<file path="src/pdl_pkg.sv">
// How it works
// - Sync is one normal frame carrying data 0x55.
// - A valid sync received while disabled enables the port.
// - Sync sets the bit rate used for the following frames.
// - Port clock ticks over the 8-bit sync pattern give the bit period.
// - Falling edge makes the port hold the pin low until its clock is ready.
// - After enable sync the port awaits the first instruction, no extra sync.
// - Wake hold lasts 256 cycles of 32 MHz plus calibration readout.
// - No sync start within 65536 port ticks after release disables the port.
// - Sync overflowing the count or shorter than minimum disables the port at start-up, else sets a frame error.
// - Start-up self-disable drops every power request; new wake needed.
// - Writing the disable bit resets the system and disables the port.
// - Parity, contention, frame and access time-out errors set a signature.
// - Any error enters error state; only a break or a disable write then leaves it.
// - Guard field sets idle bits inserted before each response byte.
// - Guard time is a minimum gap; a late response lengthens it.
// - Guard field defaults to two, giving three idle bits; programmer adds its own.
// - Each instruction is one byte; a sync precedes it only after a break, a disable or a sync request.
// - A break returns the guard field to its default, divider to 4 MHz selection.
// - Port clock starts at divider selection 0x3 after reset or a disable write.
package pdl_pkg;

  localparam int CLK_NS = 10;

  // Register offsets and fields
  localparam logic [3:0] GUARD_OFF = 4'h0;
  localparam logic [3:0] DIS_OFF   = 4'h1;
  localparam logic [3:0] STATB_OFF = 4'h2;
  localparam logic [3:0] ASI_OFF   = 4'h3;
  localparam logic [3:0] STATE_OFF = 4'h4;
  localparam int         DIS_BIT   = 2;
  localparam logic [2:0] GT_RESET  = 3'h2;
  localparam logic [1:0] DIV_RESET = 2'h3;

  // Wake hold: oscillator start plus calibration readout
  localparam int WAKE_OSC_CYC = 256;
  localparam int OSC_MHZ      = 32;
  localparam int WAKE_NS      = WAKE_OSC_CYC * 1000 / OSC_MHZ;
  localparam int WAKE_CYC     = (WAKE_NS + CLK_NS - 1) / CLK_NS;

  // Sync measurement
  localparam int         BAUD_W    = 16;
  localparam int         FRAC_W    = 3;
  localparam logic [7:0] SYNC_DATA = 8'h55;
  localparam logic [2:0] SYNC_FALL = 3'h4;
  localparam logic [15:0] MIN_SYNC = 16'h0010;
  localparam logic [3:0] FRAME_BITS = 4'hc;

  typedef enum logic [3:0] {
    ST_DIS   = 4'h0,
    ST_WAKE  = 4'h1,
    ST_WAIT  = 4'h2,
    ST_SYNC  = 4'h3,
    ST_IDLE  = 4'h4,
    ST_RX    = 4'h5,
    ST_GUARD = 4'h6,
    ST_TX    = 4'h7,
    ST_ERR   = 4'h8
  } pdl_state_t;

  typedef enum logic [2:0] {
    SIG_NONE       = 3'h0,
    SIG_PARITY     = 3'h1,
    SIG_FRAME      = 3'h2,
    SIG_ACCESS     = 3'h3,
    SIG_CONTENTION = 3'h4
  } pdl_sig_t;

  typedef struct packed {
    logic       valid;
    logic [7:0] data;
  } pdl_rx_t;

  // System clocks per port tick for divider settings 0..3
  function automatic logic [4:0] div_ratio(input logic [1:0] sel);
    case (sel)
      2'h0:    div_ratio = 5'h03;
      2'h1:    div_ratio = 5'h06;
      2'h2:    div_ratio = 5'h0c;
      default: div_ratio = 5'h19;
    endcase
  endfunction

endpackage

</file>
<file path="src/pdl_sync_meter.sv">
`timescale 1ns/1ns
module pdl_sync_meter #(
  parameter int W = 16
) (
  // Clock and reset
  input  wire logic         sys_clk,
  input  wire logic         srst,
  // Control
  input  wire logic         tick,
  input  wire logic         arm,
  input  wire logic         line,
  // Result
  output logic              done,
  output logic              bad,
  output logic [W-1:0]      count
);

  logic       run;
  logic       line_q;
  logic [2:0] falls;
  logic       fall;

  assign fall = line_q & ~line;

  always_ff @(posedge sys_clk) begin
    line_q <= line;
  end

  // Count ticks from the start edge to the fifth falling edge: 8 bits
  always_ff @(posedge sys_clk) begin
    if (srst || !arm) begin
      run   <= 1'b0;
      falls <= 3'h0;
      count <= '0;
      done  <= 1'b0;
      bad   <= 1'b0;
    end else if (!run && !done && !bad) begin
      // Armed a cycle after the start edge, so take the low start bit
      if (!line) begin
        run <= 1'b1;
      end
    end else if (run) begin
      if (fall) begin
        falls <= falls + 3'h1;
        if (falls == pdl_pkg::SYNC_FALL - 3'h1) begin
          run <= 1'b0;
          if (count < pdl_pkg::MIN_SYNC) begin
            bad <= 1'b1;
          end else begin
            done <= 1'b1;
          end
        end
      end
      if (tick) begin
        if (&count) begin
          run <= 1'b0;
          bad <= 1'b1;
        end else begin
          count <= count + 1'b1;
        end
      end
    end
  end

endmodule

</file>
<file path="src/pdl_link.sv">
// The register offsets and the plain strobed port were left to the implementer.
`timescale 1ns/1ns
module pdl_link #(
  parameter int TIMEOUT_TICKS = 65536,
  parameter int CAL_CYC       = 16
) (
  // Clock and reset
  input  wire logic             sys_clk,
  input  wire logic             srst,
  // Register port
  input  wire logic [3:0]       reg_addr,
  input  wire logic [7:0]       reg_wdata,
  input  wire logic             reg_wr,
  input  wire logic             reg_rd,
  output logic [7:0]            reg_rdata,
  // Debug pin
  input  wire logic             pin_in,
  output logic                  pin_out,
  output logic                  pin_oe,
  // Instruction layer
  output pdl_pkg::pdl_rx_t      rx,
  input  wire logic             sync_req,
  input  wire logic             tx_valid,
  input  wire logic [7:0]       tx_data,
  output logic                  tx_done,
  input  wire logic             acc_timeout,
  // System
  output logic                  clk_req,
  output logic                  sys_reset_req,
  output logic                  port_enabled,
  output logic                  error_active
);

  localparam int TO_W = $clog2(TIMEOUT_TICKS + 1);
  localparam int WAKE_TOTAL = pdl_pkg::WAKE_CYC + CAL_CYC;
  localparam int BW = pdl_pkg::BAUD_W;
  localparam int PW = BW - pdl_pkg::FRAC_W;

  pdl_pkg::pdl_state_t state;
  pdl_pkg::pdl_sig_t   sig;
  logic [2:0]          gt_field;
  logic [1:0]          div_sel;
  logic [4:0]          tdiv;
  logic                tick;
  logic                pin_q;
  logic                fall;
  logic [11:0]         wcnt;
  logic [TO_W-1:0]     tocnt;
  logic                startup;
  logic                sync_next;
  logic                synced;
  logic [BW-1:0]       baud;
  logic [PW-1:0]       bt;
  logic [2:0]          facc;
  logic [3:0]          idx;
  logic [2:0]          gcnt;
  logic [10:0]         rsh;
  logic [11:0]         tsh;
  logic [BW:0]         lowc;
  logic [BW:0]         brk_lim;
  logic                brk_seen;
  logic                brk_done;
  logic                dis_wr;
  logic                meter_done;
  logic                meter_bad;
  logic [BW-1:0]       meter_cnt;
  logic                bit_end;
  logic [PW-1:0]       next_bt;
  logic [2:0]          next_facc;
  logic                frac_carry;

  assign fall    = pin_q & ~pin_in;
  assign bit_end = tick && (bt == '0);
  assign dis_wr  = reg_wr && (reg_addr == pdl_pkg::DIS_OFF)
                   && reg_wdata[pdl_pkg::DIS_BIT];
  assign brk_done = brk_seen && pin_in;
  // Fractional bit length: low bits of the 8-bit count spread the remainder
  assign {frac_carry, next_facc} = {1'b0, facc} + {1'b0, baud[2:0]};
  assign next_bt = baud[BW-1:pdl_pkg::FRAC_W] - PW'(!frac_carry);
  assign brk_lim = (baud == '0) ? {1'b0, {BW{1'b1}}}
                 : {1'b0, baud} + {2'b00, baud[BW-1:1]};

  ////////////////////////////////////////////////////////////////////////////
  // Port clock enable

  always_ff @(posedge sys_clk) begin
    if (srst || tdiv == 5'h00) begin
      tdiv <= pdl_pkg::div_ratio(div_sel) - 5'h01;
    end else begin
      tdiv <= tdiv - 5'h01;
    end
    tick  <= !srst && (tdiv == 5'h00);
    pin_q <= pin_in;
  end

  ////////////////////////////////////////////////////////////////////////////
  // Settings and register reads

  always_ff @(posedge sys_clk) begin
    if (srst || brk_done || dis_wr) begin
      gt_field <= pdl_pkg::GT_RESET;
      div_sel  <= pdl_pkg::DIV_RESET;
    end else if (reg_wr && reg_addr == pdl_pkg::GUARD_OFF) begin
      gt_field <= reg_wdata[2:0];
    end else if (reg_wr && reg_addr == pdl_pkg::ASI_OFF) begin
      div_sel  <= reg_wdata[1:0];
    end
  end

  always_ff @(posedge sys_clk) begin
    if (srst || !reg_rd) begin
      reg_rdata <= 8'h00;
    end else begin
      unique case (reg_addr)
        pdl_pkg::GUARD_OFF: reg_rdata <= {5'h00, gt_field};
        pdl_pkg::STATB_OFF: reg_rdata <= {5'h00, sig};
        pdl_pkg::ASI_OFF:   reg_rdata <= {6'h00, div_sel};
        pdl_pkg::STATE_OFF: reg_rdata <= {3'h0, sync_next, state};
        default:            reg_rdata <= 8'h00;
      endcase
    end
  end

  ////////////////////////////////////////////////////////////////////////////
  // Break detection: low longer than one and a half sync counts, a whole 12-bit frame

  always_ff @(posedge sys_clk) begin
    if (srst || pin_in || state == pdl_pkg::ST_DIS
        || state == pdl_pkg::ST_WAKE || state == pdl_pkg::ST_TX) begin
      lowc <= '0;
    end else if (tick && !(&lowc)) begin
      lowc <= lowc + 1'b1;
    end
    if (srst || brk_done || dis_wr) begin
      brk_seen <= 1'b0;
    end else if (lowc > brk_lim) begin
      brk_seen <= 1'b1;
    end
  end

  ////////////////////////////////////////////////////////////////////////////
  // Sync measurement

  pdl_sync_meter #(
    .W (BW)
  ) u_meter (
    .sys_clk (sys_clk),
    .srst    (srst),
    .tick    (tick),
    .arm     (state == pdl_pkg::ST_SYNC),
    .line    (pin_in),
    .done    (meter_done),
    .bad     (meter_bad),
    .count   (meter_cnt)
  );

  ////////////////////////////////////////////////////////////////////////////
  // Link sequencer

  always_ff @(posedge sys_clk) begin
    rx.valid      <= 1'b0;
    tx_done       <= 1'b0;
    sys_reset_req <= 1'b0;
    if (tick && bt != '0) begin
      bt <= bt - 1'b1;
    end
    if (reg_rd && reg_addr == pdl_pkg::STATB_OFF) begin
      sig <= pdl_pkg::SIG_NONE;
    end
    if (sync_req) begin
      sync_next <= 1'b1;
    end
    if (srst) begin
      state     <= pdl_pkg::ST_DIS;
      sig       <= pdl_pkg::SIG_NONE;
      clk_req   <= 1'b0;
      startup   <= 1'b1;
      sync_next <= 1'b1;
      synced    <= 1'b0;
      baud      <= '0;
      bt        <= '0;
      facc      <= 3'h0;
      idx       <= 4'h0;
      gcnt      <= 3'h0;
      wcnt      <= 12'h000;
      tocnt     <= '0;
      rsh       <= '0;
      tsh       <= '1;
      rx.data   <= 8'h00;
    end else if (dis_wr) begin
      state         <= pdl_pkg::ST_DIS;
      clk_req       <= 1'b0;
      sys_reset_req <= 1'b1;
      startup       <= 1'b1;
      sync_next     <= 1'b1;
      baud          <= '0;
    end else if (brk_done) begin
      state     <= pdl_pkg::ST_IDLE;
      sync_next <= 1'b1;
    end else if (acc_timeout && state != pdl_pkg::ST_DIS
                 && state != pdl_pkg::ST_WAKE && state != pdl_pkg::ST_WAIT
                 && state != pdl_pkg::ST_ERR) begin
      state <= pdl_pkg::ST_ERR;
      sig   <= pdl_pkg::SIG_ACCESS;
    end else begin
      unique case (state)
        pdl_pkg::ST_DIS: begin
          if (fall) begin
            state   <= pdl_pkg::ST_WAKE;
            clk_req <= 1'b1;
            wcnt    <= 12'h000;
          end
        end
        pdl_pkg::ST_WAKE: begin
          wcnt <= wcnt + 12'h001;
          if (wcnt == 12'(WAKE_TOTAL - 1)) begin
            state <= pdl_pkg::ST_WAIT;
            tocnt <= '0;
          end
        end
        pdl_pkg::ST_WAIT: begin
          if (fall) begin
            state <= pdl_pkg::ST_SYNC;
          end else if (tick) begin
            tocnt <= tocnt + 1'b1;
            if (tocnt == TO_W'(TIMEOUT_TICKS - 1)) begin
              state   <= pdl_pkg::ST_DIS;
              clk_req <= 1'b0;
            end
          end
        end
        pdl_pkg::ST_SYNC: begin
          // Meter sees the start edge one cycle late; host holds it low
          if (meter_bad) begin
            if (startup) begin
              state   <= pdl_pkg::ST_DIS;
              clk_req <= 1'b0;
            end else begin
              state <= pdl_pkg::ST_ERR;
              sig   <= pdl_pkg::SIG_FRAME;
            end
          end else if (meter_done) begin
            baud   <= meter_cnt;
            synced <= 1'b1;
          end
          if (synced && pin_in) begin
            state     <= pdl_pkg::ST_IDLE;
            startup   <= 1'b0;
            sync_next <= sync_req;
            synced    <= 1'b0;
          end
        end
        pdl_pkg::ST_IDLE: begin
          if (fall) begin
            // Sync is a normal frame, measured rather than decoded
            state <= sync_next ? pdl_pkg::ST_SYNC : pdl_pkg::ST_RX;
            bt    <= {1'b0, baud[BW-1:pdl_pkg::FRAC_W+1]};
            facc  <= 3'h0;
            idx   <= 4'h0;
          end else if (tx_valid && !tx_done) begin
            state <= pdl_pkg::ST_GUARD;
            gcnt  <= gt_field;
            bt    <= next_bt;
            facc  <= next_facc;
            tsh   <= {2'b11, ^tx_data, tx_data, 1'b0};
          end
        end
        pdl_pkg::ST_RX: begin
          if (bit_end) begin
            bt   <= next_bt;
            facc <= next_facc;
            idx  <= idx + 4'h1;
            rsh  <= {pin_in, rsh[10:1]};
            if (idx == 4'h0 && pin_in) begin
              state <= pdl_pkg::ST_IDLE;
            end else if (idx == pdl_pkg::FRAME_BITS - 4'h1) begin
              if (^rsh[9:1]) begin
                state <= pdl_pkg::ST_ERR;
                sig   <= pdl_pkg::SIG_PARITY;
              end else if (!rsh[10] || !pin_in) begin
                state <= pdl_pkg::ST_ERR;
                sig   <= pdl_pkg::SIG_FRAME;
              end else begin
                state    <= pdl_pkg::ST_IDLE;
                rx.valid <= 1'b1;
                rx.data  <= rsh[8:1];
              end
            end
          end
        end
        pdl_pkg::ST_GUARD: begin
          if (bit_end) begin
            bt   <= next_bt;
            facc <= next_facc;
            if (gcnt == 3'h0) begin
              state <= pdl_pkg::ST_TX;
              idx   <= 4'h0;
            end else begin
              gcnt <= gcnt - 3'h1;
            end
          end
        end
        pdl_pkg::ST_TX: begin
          if (bit_end) begin
            bt   <= next_bt;
            facc <= next_facc;
            idx  <= idx + 4'h1;
            tsh  <= {1'b1, tsh[11:1]};
            if (pin_out && !pin_in) begin
              state <= pdl_pkg::ST_ERR;
              sig   <= pdl_pkg::SIG_CONTENTION;
            end else if (idx == pdl_pkg::FRAME_BITS - 4'h1) begin
              state   <= pdl_pkg::ST_IDLE;
              tx_done <= 1'b1;
            end
          end
        end
        pdl_pkg::ST_ERR: begin
          // Only the break and disable-write paths above leave this state
          state <= pdl_pkg::ST_ERR;
        end
        default: state <= pdl_pkg::ST_DIS;
      endcase
    end
  end

  ////////////////////////////////////////////////////////////////////////////
  // Pin drive and status

  always_ff @(posedge sys_clk) begin
    if (srst) begin
      pin_oe       <= 1'b0;
      pin_out      <= 1'b1;
      port_enabled <= 1'b0;
      error_active <= 1'b0;
    end else begin
      pin_oe  <= (state == pdl_pkg::ST_WAKE)
                 || (state == pdl_pkg::ST_TX);
      pin_out <= (state == pdl_pkg::ST_TX) ? tsh[0] : 1'b0;
      port_enabled <= (state != pdl_pkg::ST_DIS) && !startup;
      error_active <= (state == pdl_pkg::ST_ERR);
    end
  end

endmodule

</file>
<file path="config.mk">
export PLATFORM = sky130hd
export DESIGN_NAME = pdl_link
export DESIGN_NICKNAME = d
export VERILOG_FILES = /design/src/pdl_pkg.sv /design/src/pdl_sync_meter.sv /design/src/pdl_link.sv
export SDC_FILE = /design/constraint.sdc
export NUM_CORES = 1
export LEC_CHECK = 0
export BUFFER_PORTS_ARGS = -buffer_cell sky130_fd_sc_hd__buf_2
export CAP_MARGIN = 20
export CELL_PAD_IN_SITES_DETAIL_PLACEMENT = 1
export CELL_PAD_IN_SITES_GLOBAL_PLACEMENT = 1
export CORE_MARGIN = 8
export CORE_UTILIZATION = 43
export DETAILED_ROUTE_END_ITERATION = 7
export MAX_ROUTING_LAYER = met4
export PLACE_DENSITY = 0.74
export SLEW_MARGIN = 5
export SYNTH_ARGS = -nofsm -noshare
export SYNTH_HDL_FRONTEND = slang
export SYNTH_SLANG_ARGS = --single-unit
</file>
<file path="constraint.sdc">
create_clock -name sys_clk -period 2.9 [get_ports sys_clk]
set_clock_uncertainty 0.15 [all_clocks]
set_input_delay 0.29 -clock sys_clk [delete_from_list [all_inputs] [get_ports sys_clk]]
set_output_delay 0.29 -clock sys_clk [all_outputs]
set_load 0.01 [all_outputs]
</file>
==> results.cfg, run 1 <==
[sta]
hold_violations = 0
finalMaxSlewViolations = 0
fin_crit_sh = 1.092
finalCriticalPeriod_ns = 3.168
maxSlewHeadroom = 0.4637
grt_setup_unrepaired = yes
whs_ns = 0.02210
worst_pin_slew_ns = 0.7933
setup_tns_ns = -0.2675
setup_viol = 1
max_freq_ghz = 0.3157
fin_ws_ns = -0.2675

[critical_path]
cp_slowest_cell = dfxtp_4
path_cells = buf_4, ha_1, a211oi_2, nor4b_4, o21ai_0, nand3b_1, o41ai_2, mux2i_1, ha_1, nand4_1, nor4_2, nand4_1, nand2_1, a21oi_1
crit_type = flop to flop
critPathMaxFanout = 5
arrival_ns = 3.34
required_ns = 3.08
worstSetupStartpointType = flop
endpoint_kind = flop
critical_path.max_stage_delay_ns = 0.35

[drt]
viasPerCell = 5.693
drtIter0Drc = 624
drt-total-wl_um = 31950
wl_per_cell_um = 18.65
antenna_left = 0
drtPass1Iterations = 5
drc_errors = 0
vias = 9752

[power]
leakage_nw = 5.287
p_clk_frac = 0.412
combPwrFrac = 0.152
switching_share = 0.3073
switchingPower_mw = 1.745
pwr-share-seq = 0.437
vdd_ir_drop_max_mv = 0.3631
p_per_area_mw_per_mm2 = 452.0
p_int_mw = 3.934
power.total_mw = 5.679

[layout]
syn_to_final_growth_pct = 21.58
final_nets = 1487
final_common_cell = dfxtp_1
num_antenna_cells = 0
fin_cells = 1713
post-route-util = 0.5336
final_layout_size_suffix_gt1_frac = 0.2037
stdcell_area_mm2 = 0.01256
layout_common_cells = dfxtp_1 (162), nor2_1 (140), nand2_1 (134), buf_4 (124), a21oi_1 (69)

[place]
hpwlAfterDp_um = 23360
dp.cells = 1667
dp_slack_ns = -0.3175
dpl_cell_area_mm2 = 0.01169
portBuffers = 43
place.gp.congestion = 0.9655

[floorplan]
fp.dieW_um = 171.0
initial_utilization = 0.4389
die-area_mm2 = 0.02925
rows = 56
die_h_um = 171.0
core_mm2 = 0.02354
ios = 52

[outcome]
status = finished, violations left
violations = setup timing

[clock_network]
htreeDepth = 4
path_clk_slew_ns = 0.08
cts_tree = done
clock_latency_ns = 0.45
cts-root-buf = clkbuf_16
cts_buffer_depth = 2
cts_buffers = 17
cts.sinks = 171

[global_routing]
grt_pass1_vias = 9989
overflow = 0
antenna_found_initial = 0
grt_usage = 0.2252
grt_max_degree = 38
grt_pass1_wl_um = 52010

[synthesis]
synth-edff-count = 0
yosys_warnings = 0
synthesis.area_mm2 = 0.01033
avgSynthCellArea_um2 = 8.381
yosysTopAreaCell = dfxtp_1
synth_flop_cell = dfxtp_1
synth_seq_cells = 171
ys_types = 92
yosys.area.top_type_share = 0.3313
synth_area_leaders = dfxtp_1 (33%), ha_1 (9.2%), nor2_1 (5.1%)
synth_cells = 1233
postSynth.asyncResetShare = 0
yosysSeqAreaShare = 0.3313

[worst_hold_path]
hold_path_class = primary input to flop

[job]
max-cap-violations = 0
Yosys cell counts (9+ instances only):
cell type  number
xnor2_1        51
a21o_1         11
nand2b_1       17
nor2_1        141
a31oi_1        11
mux2i_1        48
clkbuf_1       18
a21oi_1        74
nand3_1        52
nor3_1         21
nand4_1        20
o211ai_1        9
ha_1           76
a2111o_1       11
dfxtp_1       171
and3_1         19
inv_1          45
a22oi_1        17
and4_1         12
xor2_1         32
nand2_1       134
buf_2          18
nor2b_1        10
or3_1          17
o21ai_0        46
state kept, by name (all words and copies together) (netlist names), 2 cells and up:
name and cells:
lowc 17, tocnt 17, baud 16, u_meter.count 16, bt 13, wcnt 12, rsh 10, tsh 10
rx 9, reg_rdata 5, tdiv 5, idx 4, state 4, facc 3, gcnt 3, gt_field 3
sig 3, u_meter.falls 3, div_sel 2
path summary, 6_finish.rpt:
check	slack, ns	to	depth (start not counted)	startpoint
setup / recovery	-0.27	brk_seen	14	baud[1]
setup reg to reg	-0.27	brk_seen	14	baud[1]
hold reg to reg	0.32	u_meter.falls[1]	2	u_meter.falls[1]
hold / removal	0.02	div_sel[1]	3	reg_wr
worst max-delay path: cells and delay by family (launching register included):
family	cells	cell delay, ns
fa+ha+maj	2	0.63
compound gates	4	0.78
mux	1	0.13
flops	1	0.35
buf+inv	1	0.15
simple gates	6	0.88
power by group through the flow:
stage / clock (mW) / combinational [mW] / sequential (mW)
6_report: 2.34 / 0.861 / 2.48
5_1_grt: 2.48 / 0.926 / 2.49
4_1_cts: 2.38 / 0.822 / 2.48
3_5_place_dp: 0 / 0.779 / 2.53
3_3_place_gp: 0 / 0.766 / 2.53
2_1_floorplan: 0 / 0.513 / 2.49
metal layers:
layer | up-vias | GRT usage | routed length [um]
met3 | 38 | 0.02627 | 1137
li1 | 4684 | - | -
met5 | - | - | 0
met4 | 0 | 0.06276 | 508
met1 | 4859 | 0.2905 | 15040
met2 | 171 | 0.3676 | 15260
cell type report:
cell class	count	area [um2]
fillers	2869	10980
multi-input cells	972	6754
flip-flops and latches	171	3437
repair buffers	173	1207
clock buffers	17	425.4
well taps	319	399.1
inverters	46	172.7
clock inverters	15	167.7
repair_timing:
action | CTS | global route
hold endpoints to repair | 6 | 0
setup endpoints to repair | 11 | 16
resized for setup | 12 | 35
setup buffers | 2 | 7
pin swaps | 15 | 26
hold buffers | 5 | 0
logic make-up after synthesis:
group,Yosys count,share of synthesized area
xor+xnor,85,0.07483
simple gates,507,0.2531
flops,171,0.3313
compound gates,247,0.1560
fa+ha+maj,79,0.09698
other cells,1,0.0003629
mux,51,0.04976
buf+inv,92,0.03778
No activity file was read; power rests on OpenSTA's default activity.
==> run 2: changes to the inputs <==
Settings changed: GPL_TIMING_DRIVEN from default to 0.
==> run 2 against run 1 <==
  * The run still ends with setup timing left
  * Flip-flop and latch count unchanged
  * Die area unchanged
  * Routed wire length shrank 5.0%
  * Sequential share of layout area grew 1.3 points
  * Largest cell class unchanged
  * Final cell count fell by 3.9%
  * Critical path depth unchanged
  * Clock-buffer cell count did not move
  * Worst setup slack got worse by 0.11 ns
  * Design area fell by 4.0%
  * Via count fell by 4.3%
==> results.cfg, run 2 (synthesized netlist as in run 1, its figures left out) <==
[clock_network]
cts_buffer_depth = 2
cts-root-buf = clkbuf_16
cts_tree = done
cts_buffers = 17
htreeDepth = 4
cts.sinks = 171
path_clk_slew_ns = 0.08
clock_latency_ns = 0.44

[power]
p_int_mw = 3.988
switching_share = 0.3038
vdd_ir_drop_max_mv = 0.2529
p_per_area_mw_per_mm2 = 475.2
leakage_nw = 4.903
switchingPower_mw = 1.740
pwr-share-seq = 0.426
p_clk_frac = 0.424
combPwrFrac = 0.151

[sta]
setup_viol = 1
finalCriticalPeriod_ns = 3.281
grt_setup_unrepaired = yes
fin_crit_sh = 1.131
worst_pin_slew_ns = 0.7861
hold_violations = 0
max_freq_ghz = 0.3048
finalMaxSlewViolations = 0
maxSlewHeadroom = 0.4688
fin_ws_ns = -0.3807

[place]
hpwlAfterDp_um = 22870
portBuffers = 42
dpl_cell_area_mm2 = 0.01103
dp.cells = 1596
place.gp.congestion = 0.9113

[critical_path]
required_ns = 3.08
cp_slowest_cell = fa_2
critPathMaxFanout = 5
endpoint_kind = flop
worstSetupStartpointType = flop
arrival_ns = 3.46
crit_type = flop to flop
critical_path.max_stage_delay_ns = 0.39
path_cells = ha_4, fa_2, a211oi_4, o21ai_2, a21oi_2, buf_4, o21ai_2, a31oi_4, mux2i_1, ha_1, a21o_1, a21o_1, a211oi_2, a21oi_1
r2r.worst_path.cells = 14

[layout]
num_antenna_cells = 0
multi_input_area_mm2 = 0.006807
stdcell_area_mm2 = 0.01206
fill_cells = 2847
seq_area_mm2 = 0.003458
final_common_cell = dfxtp_1
syn_to_final_growth_pct = 16.66
final_nets = 1420
layout_common_cells = dfxtp_1 (155), nor2_1 (140), nand2_1 (134), a21oi_1 (71), ha_1 (64)
fin_cells = 1646
reg_top3 = lowc (17), tocnt (17)
post-route-util = 0.5121
final_layout_size_suffix_gt1_frac = 0.1628

[worst_hold_path]
min_delay_path_depth = 3
hold_path_class = primary input to flop

[global_routing]
grt_usage = 0.2157
grt_max_degree = 20
grt_pass1_vias = 9584
antenna_found_initial = 0
overflow = 0
grt_pass1_wl_um = 49330

[floorplan]
fp.dieW_um = 171.0
core_mm2 = 0.02354
die-area_mm2 = 0.02925
ios = 52
initial_utilization = 0.4389
rows = 56
die_h_um = 171.0

[drt]
drc_errors = 0
drtIter0Drc = 504
antenna_left = 0
drtPass1Iterations = 5
vias = 9330
viasPerCell = 5.668
wl_per_cell_um = 18.44
drt-total-wl_um = 30360

[job]
max-cap-violations = 0

[outcome]
status = finished, violations left
violations = setup timing
## run 2: changes by cell type in the layout (fill, tap and decap cells not counted), moves of 4 or more
cell / change
buf_4: -104
buf_2: +16
clkbuf_1: +14
dfxtp_1: -7
dfxtp_4: +5
o21ai_1: -5
buf_1: +4
ha_2: +4
o21ai_2: +4
## run 2: routing by layer
layer / up-vias / global-route usage / share of wire
met3: 38 / 0.03134 / 0.038
met1: 4537 / 0.2756 / 0.48
met5: - / - / 0
li1: 4571 / - / -
met4: 0 / 0.06314 / 0.015
met2: 184 / 0.3494 / 0.47
## run 2: final cells by class
| class | count | share of cell area |
|---|---|---|
| Multi-Input combinational cell | 972 | 0.5646 |
| Clock buffer | 17 | 0.03529 |
| Clock inverter | 15 | 0.01640 |
| Sequential cell | 171 | 0.2869 |
| Inverter | 46 | 0.01432 |
| Tap cell | 319 | 0.03311 |
| Buffer | 43 | 0.01785 |
| Timing Repair Buffer | 63 | 0.03155 |
## run 2: worst paths after layout
| kind | to | slack (ns) | start |
|---|---|---|---|
| hold reg to reg | pin_out | 0.31 | tsh[0] |
| setup / recovery | brk_seen | -0.38 | baud[1] |
| setup reg to reg | brk_seen | -0.38 | baud[1] |
| hold / removal | div_sel[1] | 0.02 | reg_wr |
## run 2: timing repair
action | 4_1_cts | 5_1_grt
hold endpoints to repair | 7 | 0
setup buffers | 7 | 9
hold buffers | 5 | 0
resized for setup | 39 | 37
endpoints found under the setup margin | 14 | 29
pin swaps | 19 | 21
## run 2: power groups by stage
stage / logic, mW / clock network, mW / registers (mW)
final: 0.862 / 2.43 / 2.44
after global routing: 0.935 / 2.57 / 2.45
after global placement: 0.715 / 0 / 2.50
after CTS: 0.770 / 2.47 / 2.44
after floorplan: 0.513 / 0 / 2.49
after detailed placement: 0.722 / 0 / 2.50
## run 2: stage by stage
stage	hold WS (ns)	TNS [ns]	setup slack, ns	total power, mW
after detailed placement	0.3051	-2.129	-0.6372	3.219
after floorplan	0.1677	-0.04819	-0.04819	3.002
after global routing	0.04792	-0.5706	-0.5619	5.949
final	0.02118	-0.3807	-0.3807	5.728
after CTS	0.01029	-0.4205	-0.4205	5.678
after global placement	0.2840	-1.814	-0.6603	3.210
## run 2: critical path: cells and delay by family, from the launching register on
kind | cells | cell delay, ns
buf+inv | 1 | 0.13
fa+ha+maj | 3 | 0.84
mux | 1 | 0.24
flops | 1 | 0.38
compound gates | 9 | 1.43
==> run 3: changes to the inputs <==
Settings changed: SYNTH_HIERARCHICAL from default to 1.
==> run 3 against run 2 <==
  * The run still ends with setup timing left
  * Utilization down 0.56 points
  * First-iteration DRC count rose by 8.9%
  * Register-to-register slack got worse by 0.08 ns
  * Worst setup slack lost 0.076 ns
  * Die area fell by 0.76%
  * Power decreased by 11%
  * Critical endpoint unchanged
  * Largest power group unchanged
==> results.cfg, run 3 <==
[critical_path]
path_delay_family = compound AO/OA/AOI/OAI gates
worst-path-buf-inv = 0
path_cells = ha_4, fa_2, a211oi_2, o21bai_1, a21oi_2, o21bai_2, a2111o_1, o21ai_2, ha_1, a21o_1, a21oi_1, o22ai_1, nor2_1, o211ai_1, o21a_1
crit_type = flop to flop
arrival_ns = 3.53
critical_path.max_stage_delay_ns = 0.41
endpoint_kind = flop
required_ns = 3.07
critPathMaxFanout = 4
cp_num_cells = 15
r2r-start = baud[0]
r2r.worst_path.cells = 15
cp_slowest_cell = a2111o_1
worstSetupStartpointType = flop
startpoint = baud[0]

[layout]
fin_cells = 1624
final_common_cell = nor2_1
post-route-util = 0.5065
syn_to_final_growth_pct = 15.68
final_nets = 1398
reg_top3 = lowc (17), tocnt (17)
stdcell_area_mm2 = 0.01185
final_layout_size_suffix_gt1_frac = 0.1549
layout_common_cells = nor2_1 (158), dfxtp_1 (156), nand2_1 (112), ha_1 (65), a21oi_1 (59)

[floorplan]
ios = 52
core_mm2 = 0.02340
fp.dieW_um = 170.4
die-area_mm2 = 0.02902
rows = 56
initial_utilization = 0.4378
die_h_um = 170.4

[sta]
setup_viol = 1
finalMaxSlewViolations = 0
whs_ns = 0.05226
grt_setup_unrepaired = yes
max_freq_ghz = 0.2979
fin_crit_sh = 1.158
maxSlewHeadroom = 0.4043
finalCriticalPeriod_ns = 3.357
worst_pin_slew_ns = 0.8875
fin_ws_ns = -0.4572
setup_tns_ns = -0.4572
hold_violations = 0

[synthesis]
synth_area_leaders = dfxtp_1 (34%), ha_1 (9.3%), nor2_1 (6.0%)
yosys-top-cells-count = dfxtp_1 (172), nor2_1 (163), nand2_1 (112)
avgSynthCellArea_um2 = 8.440
yosys_warnings = 6
ys_types = 83
yosysSeqAreaShare = 0.3361
synth_cells = 1214
synth_seq_cells = 172
yosysMostFrequentCell = dfxtp_1
synth-edff-count = 0
synthesis.area_mm2 = 0.01025
yosysTopAreaCell = dfxtp_1
synth_flop_cell = dfxtp_1
postSynth.asyncResetShare = 0
yosys.area.top_type_share = 0.3361

[clock_network]
cts-root-buf = clkbuf_16
cts.sinks = 172
path_clk_slew_ns = 0.08
cts_buffer_depth = 2
cts_tree = done
cts_buffers = 17
htreeDepth = 4
clock_latency_ns = 0.43

[power]
p_int_mw = 3.739
switching_share = 0.2682
combPwrFrac = 0.082
pwr-share-seq = 0.473
switchingPower_mw = 1.370
power.total_mw = 5.109
p_per_area_mw_per_mm2 = 431.1
vdd_ir_drop_max_mv = 0.3520
leakage_nw = 4.708
p_clk_frac = 0.445

[outcome]
violations = setup timing
status = finished, violations left

[drt]
drtIter0Drc = 549
antenna_left = 0
viasPerCell = 5.708
drc_errors = 0
vias = 9270
drtPass1Iterations = 4
wl_per_cell_um = 18.85
drt-total-wl_um = 30620

[place]
place.gp.congestion = 0.9328
dp_slack_ns = -0.7270
dp.cells = 1576
hpwlAfterDp_um = 22680
portBuffers = 41
dpl_cell_area_mm2 = 0.01089

[global_routing]
overflow = 0
grt_pass1_vias = 9464
grt_usage = 0.2184
antenna_found_initial = 0
grt_pass1_wl_um = 49850
grt_max_degree = 17

[job]
max-cap-violations = 0

[worst_hold_path]
hold_path_class = primary input to flop
min_from = tx_data[7]
min_delay_path_depth = 3
run 3: cell count changes in the layout (fill, tap and decap cells not counted), moves of 8 or more:
cell / before / now
clkbuf_1: 14 / 29
buf_2: 59 / 47
a2111o_1: 11 / 2
a21oi_2: 3 / 12
nor2_1: 140 / 158
nand3_1: 50 / 34
o31ai_1: 1 / 9
nand2_1: 134 / 112
a21oi_1: 71 / 59
o21ai_0: 38 / 28
run 3: worst reg2reg max path: stages, from the launching register on:
cell      delay [ns]
dfxtp_2         0.37
ha_4            0.18
fa_2            0.36
a211oi_2        0.21
o21bai_1        0.12
a21oi_2         0.21
o21bai_2        0.13
a2111o_1        0.41
o21ai_2         0.08
ha_1            0.26
a21o_1          0.16
a21oi_1         0.11
o22ai_1         0.09
nor2_1          0.09
o211ai_1        0.12
o21a_1          0.21
run 3: path summary, 6_finish.rpt:
kind	to	slack (ns)
max reg2reg	brk_seen	-0.46
max	brk_seen	-0.46
min reg2reg	tdiv[0]	0.30
min	tsh[8]	0.05
run 3: logic make-up (layout without fill, tap and decap cells):
family,count (synthesis),in the layout,share of synthesized area
compound gates,242,242,0.1584
xor+xnor,86,86,0.07486
fa+ha+maj,79,79,0.09769
buf+inv,94,182,0.04079
flops,172,172,0.3361
mux,46,46,0.04530
other cells,1,4,0.0003660
simple gates,494,494,0.2465
run 3: layer usage:
metal	GRT usage	wire, um
met2	0.3500	14530
met1	0.2859	14840
met3	0.02943	903
met4	0.05645	339
met5	-	0
run 3: area by class of cell:
cell class	count	area, um2
multi-input combinational	950	6648
buffer	48	250.2
clock buffer	18	429.2
sequential	172	3483
fill	2866	11550
antenna	1	2.502
tap	319	399.1
inverter	46	172.7
clock inverter	13	130.1
timing repair buffer	57	337.8
run 3: repair_timing:
action,4_1_cts,5_1_grt
setup endpoints to repair,67,54
hold buffers,5,0
endpoints found under the hold margin,8,0
buffers inserted,5,6
pin swaps,12,21
resized for setup,31,58
run 3: power by group through the flow:
stage	registers [mW]	clock network, mW	logic [mW]
6_report	2.42	2.27	0.420
5_1_grt	2.42	2.39	0.456
4_1_cts	2.42	2.32	0.400
3_5_place_dp	2.48	0	0.391
3_3_place_gp	2.48	0	0.385
2_1_floorplan	2.47	0	0.265
